[src/rtl/ldh_pkg.sv]
// shared constants, message layout and state codes for the deactivation handshake
// assumes both ends run on one clock at 250 MHz and share this package
package ldh_pkg;
  // ==========================================================================
  // message identifiers and addressing
  localparam logic [7:0] MSG_ID_REQ = 8'h16;
  localparam logic [7:0] MSG_ID_RSP = 8'h96;
  localparam logic [7:0] MSG_ID_UTC = 8'h81;
  localparam logic [3:0] ADDR_BCAST = 4'hf;
  localparam logic [3:0] ADDR_UNICAST = 4'h1;
  // ==========================================================================
  // field positions of the three-octet message
  localparam int ID_LSB = 16;
  localparam int OCT2_LSB = 8;
  localparam int FLAG_POS = OCT2_LSB;
  localparam logic FLAG_GO = 1'b0;
  localparam logic FLAG_STOP = 1'b1;
  localparam logic [23:0] MSG_RESET = 24'h000000;
  // ==========================================================================
  // timing
  localparam longint unsigned CLK_HZ = 64'd250_000_000;
  localparam longint unsigned MIN_ACTIVE_MIN = 64'd5;
  localparam longint unsigned MIN_ACTIVE_CYCLES = MIN_ACTIVE_MIN * 64'd60 * CLK_HZ;
  localparam int LOSS_OF_SYNC_WORD_ERROR_CYCLES = 8;
  localparam int ACT_W = 40;
  // ==========================================================================
  // types
  typedef logic [23:0] ldh_msg_t;
  typedef enum logic [3:0] {
    ST_IDLE = 4'h1,
    ST_A_WAIT = 4'h2,
    ST_B_WAIT = 4'h4,
    ST_LOW = 4'h8
  } ldh_state_e;

  // builds id in octet 1, flag in bit 0 of octet 2, all reserved bits zero
  function automatic ldh_msg_t ldh_build(input logic [7:0] id, input logic flag);
    ldh_msg_t m;
    m = MSG_RESET;
    m[ID_LSB +: 8] = id;
    m[FLAG_POS] = flag;
    return m;
  endfunction : ldh_build
endpackage : ldh_pkg

[src/rtl/ldh_if.sv]
// message channel and line activity between the two transceivers
// assumes both ends are clocked by the same clock
`timescale 1ns/1ps
interface ldh_if;
  import ldh_pkg::*;
  // device to peer
  logic d2p_valid;
  logic [3:0] d2p_addr;
  ldh_msg_t d2p_msg;
  logic d2p_tx_on;
  // peer to device
  logic p2d_valid;
  logic [3:0] p2d_addr;
  ldh_msg_t p2d_msg;
  logic p2d_tx_on;

  modport dev (
    output d2p_valid, d2p_addr, d2p_msg, d2p_tx_on,
    input p2d_valid, p2d_addr, p2d_msg, p2d_tx_on
  );
  modport peer (
    input d2p_valid, d2p_addr, d2p_msg, d2p_tx_on,
    output p2d_valid, p2d_addr, p2d_msg, p2d_tx_on
  );
endinterface : ldh_if

[src/rtl/ldh_device.sv]
// deactivation handshake of the documented transceiver, either role
// assumes the peer end sits across ldh_if on the same clock
`timescale 1ns/1ps
module ldh_device #(
  parameter logic [39:0] ACTIVE_CYCLES = 40'(ldh_pkg::MIN_ACTIVE_CYCLES),
  parameter int LOSS_CYCLES = ldh_pkg::LOSS_OF_SYNC_WORD_ERROR_CYCLES
) (
  // clock and reset
  input wire logic clock,
  input wire logic rst,
  // link side
  ldh_if.dev link,
  // user side
  input wire logic capable,
  input wire logic warm_en,
  input wire logic deact_start,
  input wire logic deact_cancel,
  input wire logic inhibit,
  input wire logic wake,
  output logic tx_on,
  output logic low_power,
  output logic role_a,
  output logic refused,
  output logic peer_capable
);
  import ldh_pkg::*;
  // ==========================================================================
  // elaboration checks
  if (LOSS_CYCLES < 1 || LOSS_CYCLES > 255)
  begin : g_bad_loss
    $error("ldh_device: LOSS_CYCLES out of range");
  end
  if (ACTIVE_CYCLES == 40'h0)
  begin : g_bad_active
    $error("ldh_device: ACTIVE_CYCLES must be nonzero");
  end
  // ==========================================================================
  // state
  ldh_state_e state;
  ldh_state_e next_state;
  logic [ACT_W-1:0] active_cnt;
  logic [7:0] loss_cnt;
  logic send;
  logic [7:0] send_id;
  logic send_flag;
  logic [3:0] send_addr;
  logic next_refused;
  logic next_role_a;
  // ==========================================================================
  // receive decode
  logic rx_req;
  logic rx_cancel;
  logic rx_accept;
  logic rx_refuse;
  logic rx_utc;
  ldh_msg_codec u_codec (
    .valid(link.p2d_valid),
    .addr(link.p2d_addr),
    .msg(link.p2d_msg),
    .is_req(rx_req),
    .is_cancel(rx_cancel),
    .is_accept(rx_accept),
    .is_refuse(rx_refuse),
    .is_utc(rx_utc)
  );
  // ==========================================================================
  // gating terms
  // the active timer restarts on every return from low power
  wire active_ok = !warm_en || active_cnt >= ACTIVE_CYCLES;
  wire far_lost = loss_cnt >= 8'(LOSS_CYCLES);
  wire can_start = capable && active_ok && !inhibit;
  wire can_accept = capable && active_ok && !inhibit;
  // ==========================================================================
  // next state and message selection
  always_comb
  begin
    next_state = state;
    send = 1'b0;
    send_id = MSG_ID_RSP;
    send_flag = FLAG_GO;
    send_addr = ADDR_UNICAST;
    next_refused = 1'b0;
    next_role_a = role_a;
    case (state)
      ST_IDLE:
      begin
        if (rx_req)
        begin
          send = 1'b1;
          next_role_a = 1'b0;
          if (!capable)
          begin
            send_id = MSG_ID_UTC;
          end
          else if (!can_accept)
          begin
            send_flag = FLAG_STOP;
          end
          else
          begin
            next_state = ST_B_WAIT;
          end
        end
        else if (deact_start && can_start)
        begin
          send = 1'b1;
          send_id = MSG_ID_REQ;
          send_addr = ADDR_BCAST;
          next_role_a = 1'b1;
          next_state = ST_A_WAIT;
        end
      end
      ST_A_WAIT:
      begin
        if (inhibit || deact_cancel)
        begin
          send = 1'b1;
          send_id = MSG_ID_REQ;
          send_addr = ADDR_BCAST;
          send_flag = FLAG_STOP;
          next_state = ST_IDLE;
        end
        else if (rx_accept)
        begin
          next_state = ST_LOW;
        end
        else if (rx_refuse || rx_utc)
        begin
          next_refused = 1'b1;
          next_state = ST_IDLE;
        end
        else if (rx_req)
        begin
          // both ends started at once: refuse theirs and keep waiting on ours
          send = 1'b1;
          send_flag = FLAG_STOP;
        end
      end
      ST_B_WAIT:
      begin
        if (rx_cancel)
        begin
          next_state = ST_IDLE;
        end
        else if (inhibit)
        begin
          send = 1'b1;
          send_flag = FLAG_STOP;
          next_state = ST_IDLE;
        end
        else if (far_lost)
        begin
          next_state = ST_LOW;
        end
      end
      ST_LOW:
      begin
        if (wake)
        begin
          next_state = ST_IDLE;
        end
      end
      default:
      begin
        next_state = ST_IDLE;
      end
    endcase
  end
  // ==========================================================================
  // registers
  always_ff @(posedge clock or posedge rst)
  begin
    if (rst)
    begin
      state <= ST_IDLE;
      tx_on <= 1'b1;
      role_a <= 1'b0;
      refused <= 1'b0;
    end
    else
    begin
      state <= next_state;
      tx_on <= next_state != ST_LOW;
      role_a <= next_role_a;
      refused <= next_refused;
    end
  end

  always_ff @(posedge clock or posedge rst)
  begin
    if (rst)
    begin
      link.d2p_valid <= 1'b0;
      link.d2p_addr <= ADDR_UNICAST;
      link.d2p_msg <= MSG_RESET;
    end
    else
    begin
      link.d2p_valid <= send;
      if (send)
      begin
        link.d2p_addr <= send_addr;
        link.d2p_msg <= ldh_build(send_id, send_flag);
      end
    end
  end

  always_ff @(posedge clock or posedge rst)
  begin
    if (rst)
    begin
      active_cnt <= '0;
      loss_cnt <= 8'h00;
    end
    else
    begin
      if (state == ST_LOW)
      begin
        active_cnt <= '0;
      end
      else if (!active_ok)
      begin
        active_cnt <= active_cnt + 40'h1;
      end
      // silence only counts while waiting as B
      if (state != ST_B_WAIT || link.p2d_tx_on)
      begin
        loss_cnt <= 8'h00;
      end
      else if (!far_lost)
      begin
        loss_cnt <= loss_cnt + 8'h01;
      end
    end
  end

  always_ff @(posedge clock or posedge rst)
  begin
    if (rst)
    begin
      peer_capable <= 1'b0;
    end
    else if (rx_req || rx_cancel || rx_accept || rx_refuse)
    begin
      peer_capable <= 1'b1;
    end
  end

  assign link.d2p_tx_on = tx_on;
  assign low_power = state == ST_LOW;
endmodule : ldh_device

[src/rtl/ldh_msg_codec.sv]
// classifies a received embedded channel message
// assumes a one-cycle valid beside a stable address and message
`timescale 1ns/1ps
module ldh_msg_codec (
  // received message
  input wire logic valid,
  input wire logic [3:0] addr,
  input wire ldh_pkg::ldh_msg_t msg,
  // classification
  output logic is_req,
  output logic is_cancel,
  output logic is_accept,
  output logic is_refuse,
  output logic is_utc
);
  import ldh_pkg::*;
  // ==========================================================================
  // decode
  wire [7:0] id = msg[ID_LSB +: 8];
  wire flag = msg[FLAG_POS];
  // reserved bits are not checked so a sender with stray bits is still heard
  wire req_hit = valid && id == MSG_ID_REQ && addr == ADDR_BCAST;
  wire rsp_hit = valid && id == MSG_ID_RSP;
  assign is_req = req_hit && flag == FLAG_GO;
  assign is_cancel = req_hit && flag == FLAG_STOP;
  assign is_accept = rsp_hit && flag == FLAG_GO;
  assign is_refuse = rsp_hit && flag == FLAG_STOP;
  assign is_utc = valid && id == MSG_ID_UTC;
endmodule : ldh_msg_codec

[src/flat_wrapper.sv]
// flat-port wrapper written by rule: the top's interface ports become plain ports
module ldh_device_flat import ldh_pkg::*;
#(
  parameter logic [39:0] ACTIVE_CYCLES = 40'(ldh_pkg::MIN_ACTIVE_CYCLES),
  parameter int LOSS_CYCLES = ldh_pkg::LOSS_OF_SYNC_WORD_ERROR_CYCLES
)
  (clock, rst, capable, warm_en, deact_start, deact_cancel, inhibit, wake, tx_on, low_power, role_a, refused, peer_capable, link_d2p_valid, link_d2p_addr, link_d2p_msg, link_d2p_tx_on, link_p2d_valid, link_p2d_addr, link_p2d_msg, link_p2d_tx_on);
  ldh_if link_i ();
  input wire logic clock;
  input wire logic rst;
  input wire logic capable;
  input wire logic warm_en;
  input wire logic deact_start;
  input wire logic deact_cancel;
  input wire logic inhibit;
  input wire logic wake;
  output logic tx_on;
  output logic low_power;
  output logic role_a;
  output logic refused;
  output logic peer_capable;
  output wire logic [$bits(link_i.d2p_valid)-1:0] link_d2p_valid;
  output wire logic [$bits(link_i.d2p_addr)-1:0] link_d2p_addr;
  output wire logic [$bits(link_i.d2p_msg)-1:0] link_d2p_msg;
  output wire logic [$bits(link_i.d2p_tx_on)-1:0] link_d2p_tx_on;
  input wire logic [$bits(link_i.p2d_valid)-1:0] link_p2d_valid;
  input wire logic [$bits(link_i.p2d_addr)-1:0] link_p2d_addr;
  input wire logic [$bits(link_i.p2d_msg)-1:0] link_p2d_msg;
  input wire logic [$bits(link_i.p2d_tx_on)-1:0] link_p2d_tx_on;
  assign link_d2p_valid = link_i.d2p_valid;
  assign link_d2p_addr = link_i.d2p_addr;
  assign link_d2p_msg = link_i.d2p_msg;
  assign link_d2p_tx_on = link_i.d2p_tx_on;
  assign link_i.p2d_valid = link_p2d_valid;
  assign link_i.p2d_addr = link_p2d_addr;
  assign link_i.p2d_msg = link_p2d_msg;
  assign link_i.p2d_tx_on = link_p2d_tx_on;
  ldh_device #(.ACTIVE_CYCLES(ACTIVE_CYCLES), .LOSS_CYCLES(LOSS_CYCLES)) u_core (.clock(clock), .rst(rst), .link(link_i), .capable(capable), .warm_en(warm_en), .deact_start(deact_start), .deact_cancel(deact_cancel), .inhibit(inhibit), .wake(wake), .tx_on(tx_on), .low_power(low_power), .role_a(role_a), .refused(refused), .peer_capable(peer_capable));
endmodule
[config.mk]
export PLATFORM = sky130hd
export DESIGN_NAME = ldh_device_flat
export DESIGN_NICKNAME = d
export VERILOG_FILES = /design/src/rtl/ldh_pkg.sv /design/src/rtl/ldh_if.sv /design/src/rtl/ldh_device.sv /design/src/rtl/ldh_msg_codec.sv /design/src/flat_wrapper.sv
export SDC_FILE = /design/constraint.sdc
export NUM_CORES = 1
export LEC_CHECK = 0
export BUFFER_PORTS_ARGS = -buffer_cell sky130_fd_sc_hd__buf_2
export CAP_MARGIN = 20
export CORE_AREA = 2 2 84 86
export CTS_CLUSTER_SIZE = 8
export DETAILED_ROUTE_END_ITERATION = 10
export DIE_AREA = 0 0 86 88
export PLACE_DENSITY_LB_ADDON = 0.3
export REMOVE_ABC_BUFFERS = 1
export SLEW_MARGIN = 5
export SYNTH_ARGS = -nofsm -noshare
export SYNTH_HDL_FRONTEND = slang
export SYNTH_SLANG_ARGS = --single-unit
[constraint.sdc]
create_clock -name clock -period 2.3 [get_ports clock]
set_input_delay 0.23 -clock clock [delete_from_list [all_inputs] [get_ports clock]]
set_output_delay 0.23 -clock clock [all_outputs]
set_load 0.03 [all_outputs]
; ---- Yosys cells after proc, flatten, opt, wreduce, memory -nomap -nowiden
; Index checks and enable logic that the tools add are counted.
[totals]
regBits = 70
input_bits = 38
output_inout_bits = 35
word_cells = 93
[classes]
addsub = 2
magnitude_cmp = 2
n_eq_ne = 12
mux = 44
n_bitwise = 1
n_reduce_logical = 22
[ops]
columns = op, n
row1 = two-way mux 40 bit, 2
row2 = two-way mux 4 bit, 14
row3 = "adder 40 x 1 -> 40 bit, second input constant", 1
row4 = "greater-or-equal comparator 40 x 37 -> 1 bit, second input constant", 1
row5 = two-way mux 8 bit, 5
row6 = two-way mux 1 bit, 17
row7 = "equality test 8 bit, second input constant", 2
row8 = case mux 4 bit (4 select lines), 1
row9 = case mux 8 bit (2 select lines), 1
row10 = logical AND 1 bit, 11
row11 = "adder 8 x 1 -> 8 bit, second input constant", 1
row12 = "equality test 4 bit, second input constant", 2
row13 = "equality test 8 x 5 -> 1 bit, second input constant", 1
row14 = "greater-or-equal comparator 8 x 4 -> 1 bit, second input constant", 1
row15 = case mux 4 bit (2 select lines), 1
row16 = logical OR 1 bit, 7
row17 = case mux 1 bit (3 select lines), 2
row18 = two-way mux 5 bit, 1
row19 = "equality test 4 x 1 -> 1 bit, second input constant", 1
row20 = "equality test 4 x 2 -> 1 bit, second input constant", 1
row21 = "equality test 4 x 3 -> 1 bit, second input constant", 1
row22 = "!= test 2 bit, second input constant", 2
row23 = "!= test 4 x 3 -> 1 bit, second input constant", 1
row24 = "!= test 4 bit, second input constant", 1
row25 = other kinds (4), 5

; ---- Longest topological paths before layout
[logic_depth]
depth_word = 9
depth_mapped = 8
depth_no_buf = 6

; ---- Cells and area by module
; A second synthesis with hierarchy kept.
[hier_totals]
hier_cells = 378
area_unflattened_um2 = 3462.1
[by_module_without_submodules]
columns = mod, n_inst, cells_each, area_per_inst_um2, seq_area_each_um2
row1 = ldh_device, 1, 366, 3359.5, 1554.0
row2 = ldh_msg_codec, 1, 12, 102.6, 0.0

; ---- Worst setup path before layout
; Ideal clock, no wire load.
[synth_timing]
path_kind = reg2reg
from = register u_core.state[1]
to = register u_core.active_cnt[19]
arrival_time_ns = 1.923
required_time_ns = 2.153
slack_ns = 0.230
path_stages_with_launch = 9
path_buffers = 3
cell_sequence = dfrtp_1 > nor2_1 > nand2_1 > or2_2 > clkbuf_1 > inv_1 > clkbuf_1 > clkbuf_1 > nor2_1
[synth_via]
elab_chain_cells = 2
elab_cells_between_ends = 3
cone_classes = eq/ne (2) / mux (1)
[synth_lines]
columns = item, line
row1 = from (decl), ldh_device.sv:39  ; ldh_state_e state;
row2 = from (signal assigned), ldh_device.sv:182  ; state <= next_state;
row3 = equality test 4 bit *, n/a
row4 = net low_power, flat_wrapper.sv:18  ; output logic low_power;
row5 = != test 2 bit (no source line) or two-way mux 40 bit (tied branches), n/a
row6 = to (signal assigned), ldh_device.sv:223  ; active_cnt <= active_cnt + 40'h1;
row7 = to (decl), ldh_device.sv:41  ; logic [ACT_W-1:0] active_cnt;
; The timed path passes the listed nets; every way through them passes the cells marked *.
; A chain may end at the register's enable or synchronous reset.

; ---- Worst setup path after layout
[layout_timing]
from = register u_core.active_cnt[33]
to = register u_core.active_cnt[24]
[layout_via]
elab_chain_cells = 3
[layout_lines]
columns = item, line
row1 = greater-or-equal comparator 40 x 37 -> 1 bit, ldh_device.sv:69  ; wire active_ok = !warm_en || active_cnt >= ACTIVE_CYCLES;
row2 = logical OR 1 bit, ldh_device.sv:69
row3 = != test 2 bit (no source line), n/a
; Every way passes these cells.

==> impl_summary.txt <==
----------------------------------------------------
[Die]
  Placeable core area ... 6640 sq um
  Initial core utilization ... 0.531
  Die Span Y ... around 88 um
  Die Area ... 7570 sq um
  Cell row count ... 30
  Die X ... 86 um
  Io pins ... 73

[Clock tree]
  CTS root buffer ... sky130_fd_sc_hd__clkbuf_8
  H-tree levels ... 3
  Clock transition at the registers of the reported paths ... 70 ps
  CTS max path bufs ... 2
  Number of buffers created by CTS ... 9
  Clock Latency Late Sink ... 350 ps
  Clk sinks ... 62
  TritonCTS clock tree ... done

[STA]
  Worst Skew ... 7.05 ps
  Final number of hold-violating endpoints ... 0
  Final cycle utilization of the critical path ... 0.973
  Final Critical Period ... 2240 ps
  Number of max-slew violations in the final report ... 0
  Remaining max-slew budget at the tightest pin ... 0.580
  Slew at the pin with the worst max-slew slack ... 628 ps
  Fmax achieved ... 447 MHz
  Setup repair after global routing missed its margin ... true
  Setup total negative slack ... 0 ps
  Setup violators final ... 0

[Critical path]
  Required time at the endpoint of the critical path ... 2580 ps
  Stage delay of the slowest cell on the critical path ... 550 ps
  CP Max Fanout ... 12
  Startpoint type of the worst setup path ... flip-flop
  List of cells traversed by the critical path ... or4_1 -> o21a_4 -> nand2_8 -> buf_4 -> nand4_1 -> or3_1 -> a21oi_1
  Worst setup path category ... reg -> reg
  Cell with the largest stage delay on the worst path ... sky130_fd_sc_hd__or4_1
  Signal arrival time at the worst endpoint ... 2520 ps
  Critical Path End Type ... flip-flop

[Min path]
  Worst hold-check path type ... in -> reg

[Global route]
  Global-route wire length before repair ... 13100 um
  Aggregate global routing overflow ... 0
  Vias in the first global route ... ~2900
  Pin count of the biggest net entering global routing ... 36
  GRT Overall Usage ... 0.218
  Number of antenna violations at the first check in global routing ... 0

[Synth]
  Post-Syn Area per Cell ... between 9 and 10 sq um
  Number of instances in the synthesized netlist ... 379
  Number of flops mapped to enable cells by yosys ... 0
  Total of warnings raised by yosys ... 0
  Count leader, synth ... sky130_fd_sc_hd__dfrtp_1
  Synth async-reset ratio ... 1.00
  Top flip-flop cell by instance count after synthesis ... sky130_fd_sc_hd__dfrtp_1
  Sequential share of the synthesized area ... 0.440
  Synth top area cells ... sky130_fd_sc_hd__dfrtp_1, sky130_fd_sc_hd__buf_4, sky130_fd_sc_hd__nor2_1
  Largest area contributor in the netlist ... sky130_fd_sc_hd__dfrtp_1
  Cell types with the highest counts after synthesis ... sky130_fd_sc_hd__dfrtp_1, sky130_fd_sc_hd__nor2_1, sky130_fd_sc_hd__buf_4, sky130_fd_sc_hd__nand4_1
  Count of cell types in the netlist ... 58
  Cell area after technology mapping ... 3530 sq um
  Area share of the leading cell type in the synthesized netlist ... 0.425
  Count of state elements after synthesis ... 62

[Routing]
  Routed WL ... ~7600 um
  DR iter-0 viols ... 128
  First drt pass iteration count ... 5
  Final antenna-violating net count ... 0
  Drc violations ... 0
  Routed via count ... a little under 3000
  DR vias/cell ... 5.68
  Wire per inst ... ~15 um

[Run status]
  Status ... complete, no violations

[Place]
  Final HPWL DP ... 5350 um
  Count of port buffers added during placement ... 38
  Weighted congestion at the end of routability-driven global placement ... 0.918
  DP Cell Count ... 497
  Placed Instance Area ... 3800 sq um

[Layout]
  Layout cells sized above 1 ... 0.214
  Number of cells in the finished layout apart from fillers ... around 510
  Net count, final ... 472
  Layout overhead on the synthesized area ... 13.9%
  Post-route design area ... around 4000 sq um
  Ant. Diodes ... 0

[Power]
  Static leakage ... ~1.8 nW
  Highest ir drop seen on vdd ... 0.626 mV
  Power density over cell area ... 663 nW/um^2

[Run]
  # Max-Cap Violations ... 0

----------------------------------------------------
==> power by group <==
part / internal (W) / leakage [nW] / switching (W) / total (W)
clock: 0.000379 / 0.0731 / 0.000449 / 0.000828
sequential: 0.00120 / 0.828 / 0.0000915 / 0.00129
combinational: 0.000197 / 0.947 / 0.000352 / 0.000549
total: 0.00177 / 1.85 / 0.000892 / 0.00267
==> per-stage QoR <==
step,worst slack (ps),util,power (W),hold slack [ps]
3_5_place_dp,70.0,0.572,0.00185,348
3_3_place_gp,110,0.572,0.00183,340
2_1_floorplan,108,-,0.00168,319
4_1_cts,37.5,0.598,0.00268,78.8
6_report,61.2,0.605,0.00267,85.9
5_1_grt,-19.6,0.605,0.00279,93.7
==> logic make-up after synthesis <==
group / share of synthesized area
AO/OA/AOI/OAI: 0.116
multiplexers: 0.00567
other: 0.00213
buffers and inverters: 0.0808
flip-flops: 0.440
XOR/XNOR: 0.0571
adder cells (fa/ha/maj): 0.0142
AND/OR/NAND/NOR: 0.284
==> metal layers <==
layer  track usage  up-vias  share of wire
met5             0        -              0
met4         0.114        0          0.029
met3        0.0339       22          0.044
met2         0.365       80           0.48
met1         0.274     1398           0.44
li1              -     1422              -
==> cells in the final DEF, fill, tap and decap left out, types with 3 or more instances in the layout <==
master                       synthesis  final
sky130_fd_sc_hd__dfrtp_1            60     60
sky130_fd_sc_hd__nor2_1             47     47
sky130_fd_sc_hd__buf_2               3     38
sky130_fd_sc_hd__nand4_1            22     22
sky130_fd_sc_hd__nand2_1            20     20
sky130_fd_sc_hd__xor2_1             20     20
sky130_fd_sc_hd__conb_1              2     19
sky130_fd_sc_hd__buf_4              24     19
sky130_fd_sc_hd__a21oi_1            18     17
sky130_fd_sc_hd__o21ai_0            14     14
sky130_fd_sc_hd__and2_1             13     13
sky130_fd_sc_hd__nand3_1            12     12
sky130_fd_sc_hd__inv_1              13     12
sky130_fd_sc_hd__or3_1              11     11
sky130_fd_sc_hd__clkbuf_8            0      9
sky130_fd_sc_hd__nor3_1              6      6
sky130_fd_sc_hd__or4_1               6      6
sky130_fd_sc_hd__o211ai_1            5      5
sky130_fd_sc_hd__and3_1              4      4
sky130_fd_sc_hd__and4_1              4      4
sky130_fd_sc_hd__nand3b_1            4      4
sky130_fd_sc_hd__ha_1                4      4
sky130_fd_sc_hd__clkinvlp_4          0      4
sky130_fd_sc_hd__o31ai_1             3      3
sky130_fd_sc_hd__or2_2               3      3
sky130_fd_sc_hd__xnor2_1             3      3
sky130_fd_sc_hd__nor4b_1             4      3
sky130_fd_sc_hd__nand2b_1            3      3
sky130_fd_sc_hd__o21a_1              3      3
sky130_fd_sc_hd__o22ai_1             3      3
==> critical path, delay by kind of cell (launching register included) <==
family | cells | cell delay (ps)
AOI/OAI and AO/OA | 2 | 390
buffers and inverters | 1 | 210
DFF | 1 | 410
and+or+nand+nor | 4 | 1150
==> flip-flops by register name (all words and copies together) (netlist names) <==
register / flops
u_core.link.d2p_msg: 4
u_core.loss_cnt: 8
u_core.refused: 1
u_core.role_a: 1
u_core.link.d2p_valid: 1
u_core.peer_capable: 1
u_core.active_cnt: 40
u_core.link.d2p_addr: 1
u_core.link.d2p_tx_on: 1
u_core.state: 4
==> final cells by class <==
| cell class | count | area (sq um) |
|---|---|---|
| timing repair buffer | 59 | 363 |
| clock inverter | 6 | 40.0 |
| multi-input combinational | 285 | 1790 |
| clock buffer | 9 | 124 |
| inverter | 13 | 48.8 |
| fill | 589 | 2620 |
| tap | 80 | 100 |
| sequential | 62 | 1550 |
==> worst paths after layout <==
kind	startpoint	end	slack, ps	cells after the start
setup / recovery	u_core.active_cnt[33]	u_core.active_cnt[24]	60	7
hold / removal	capable	u_core.link.d2p_msg[16]	90	2
setup reg to reg	u_core.active_cnt[33]	u_core.active_cnt[24]	60	7
hold reg to reg	u_core.peer_capable	u_core.peer_capable	480	1
max in group asynchronous	rst	u_core.link.d2p_tx_on	1130	4
min in group asynchronous	rst	u_core.active_cnt[32]	510	3
==> repair_timing <==
item / CTS / global route
hold endpoints to repair: 27 / 0
resized for setup: 0 / 6
hold buffers: 1 / 0
endpoints found under the setup margin: 0 / 21
buffers inserted: 0 / 1
No activity file was read; power rests on OpenSTA's default activity.
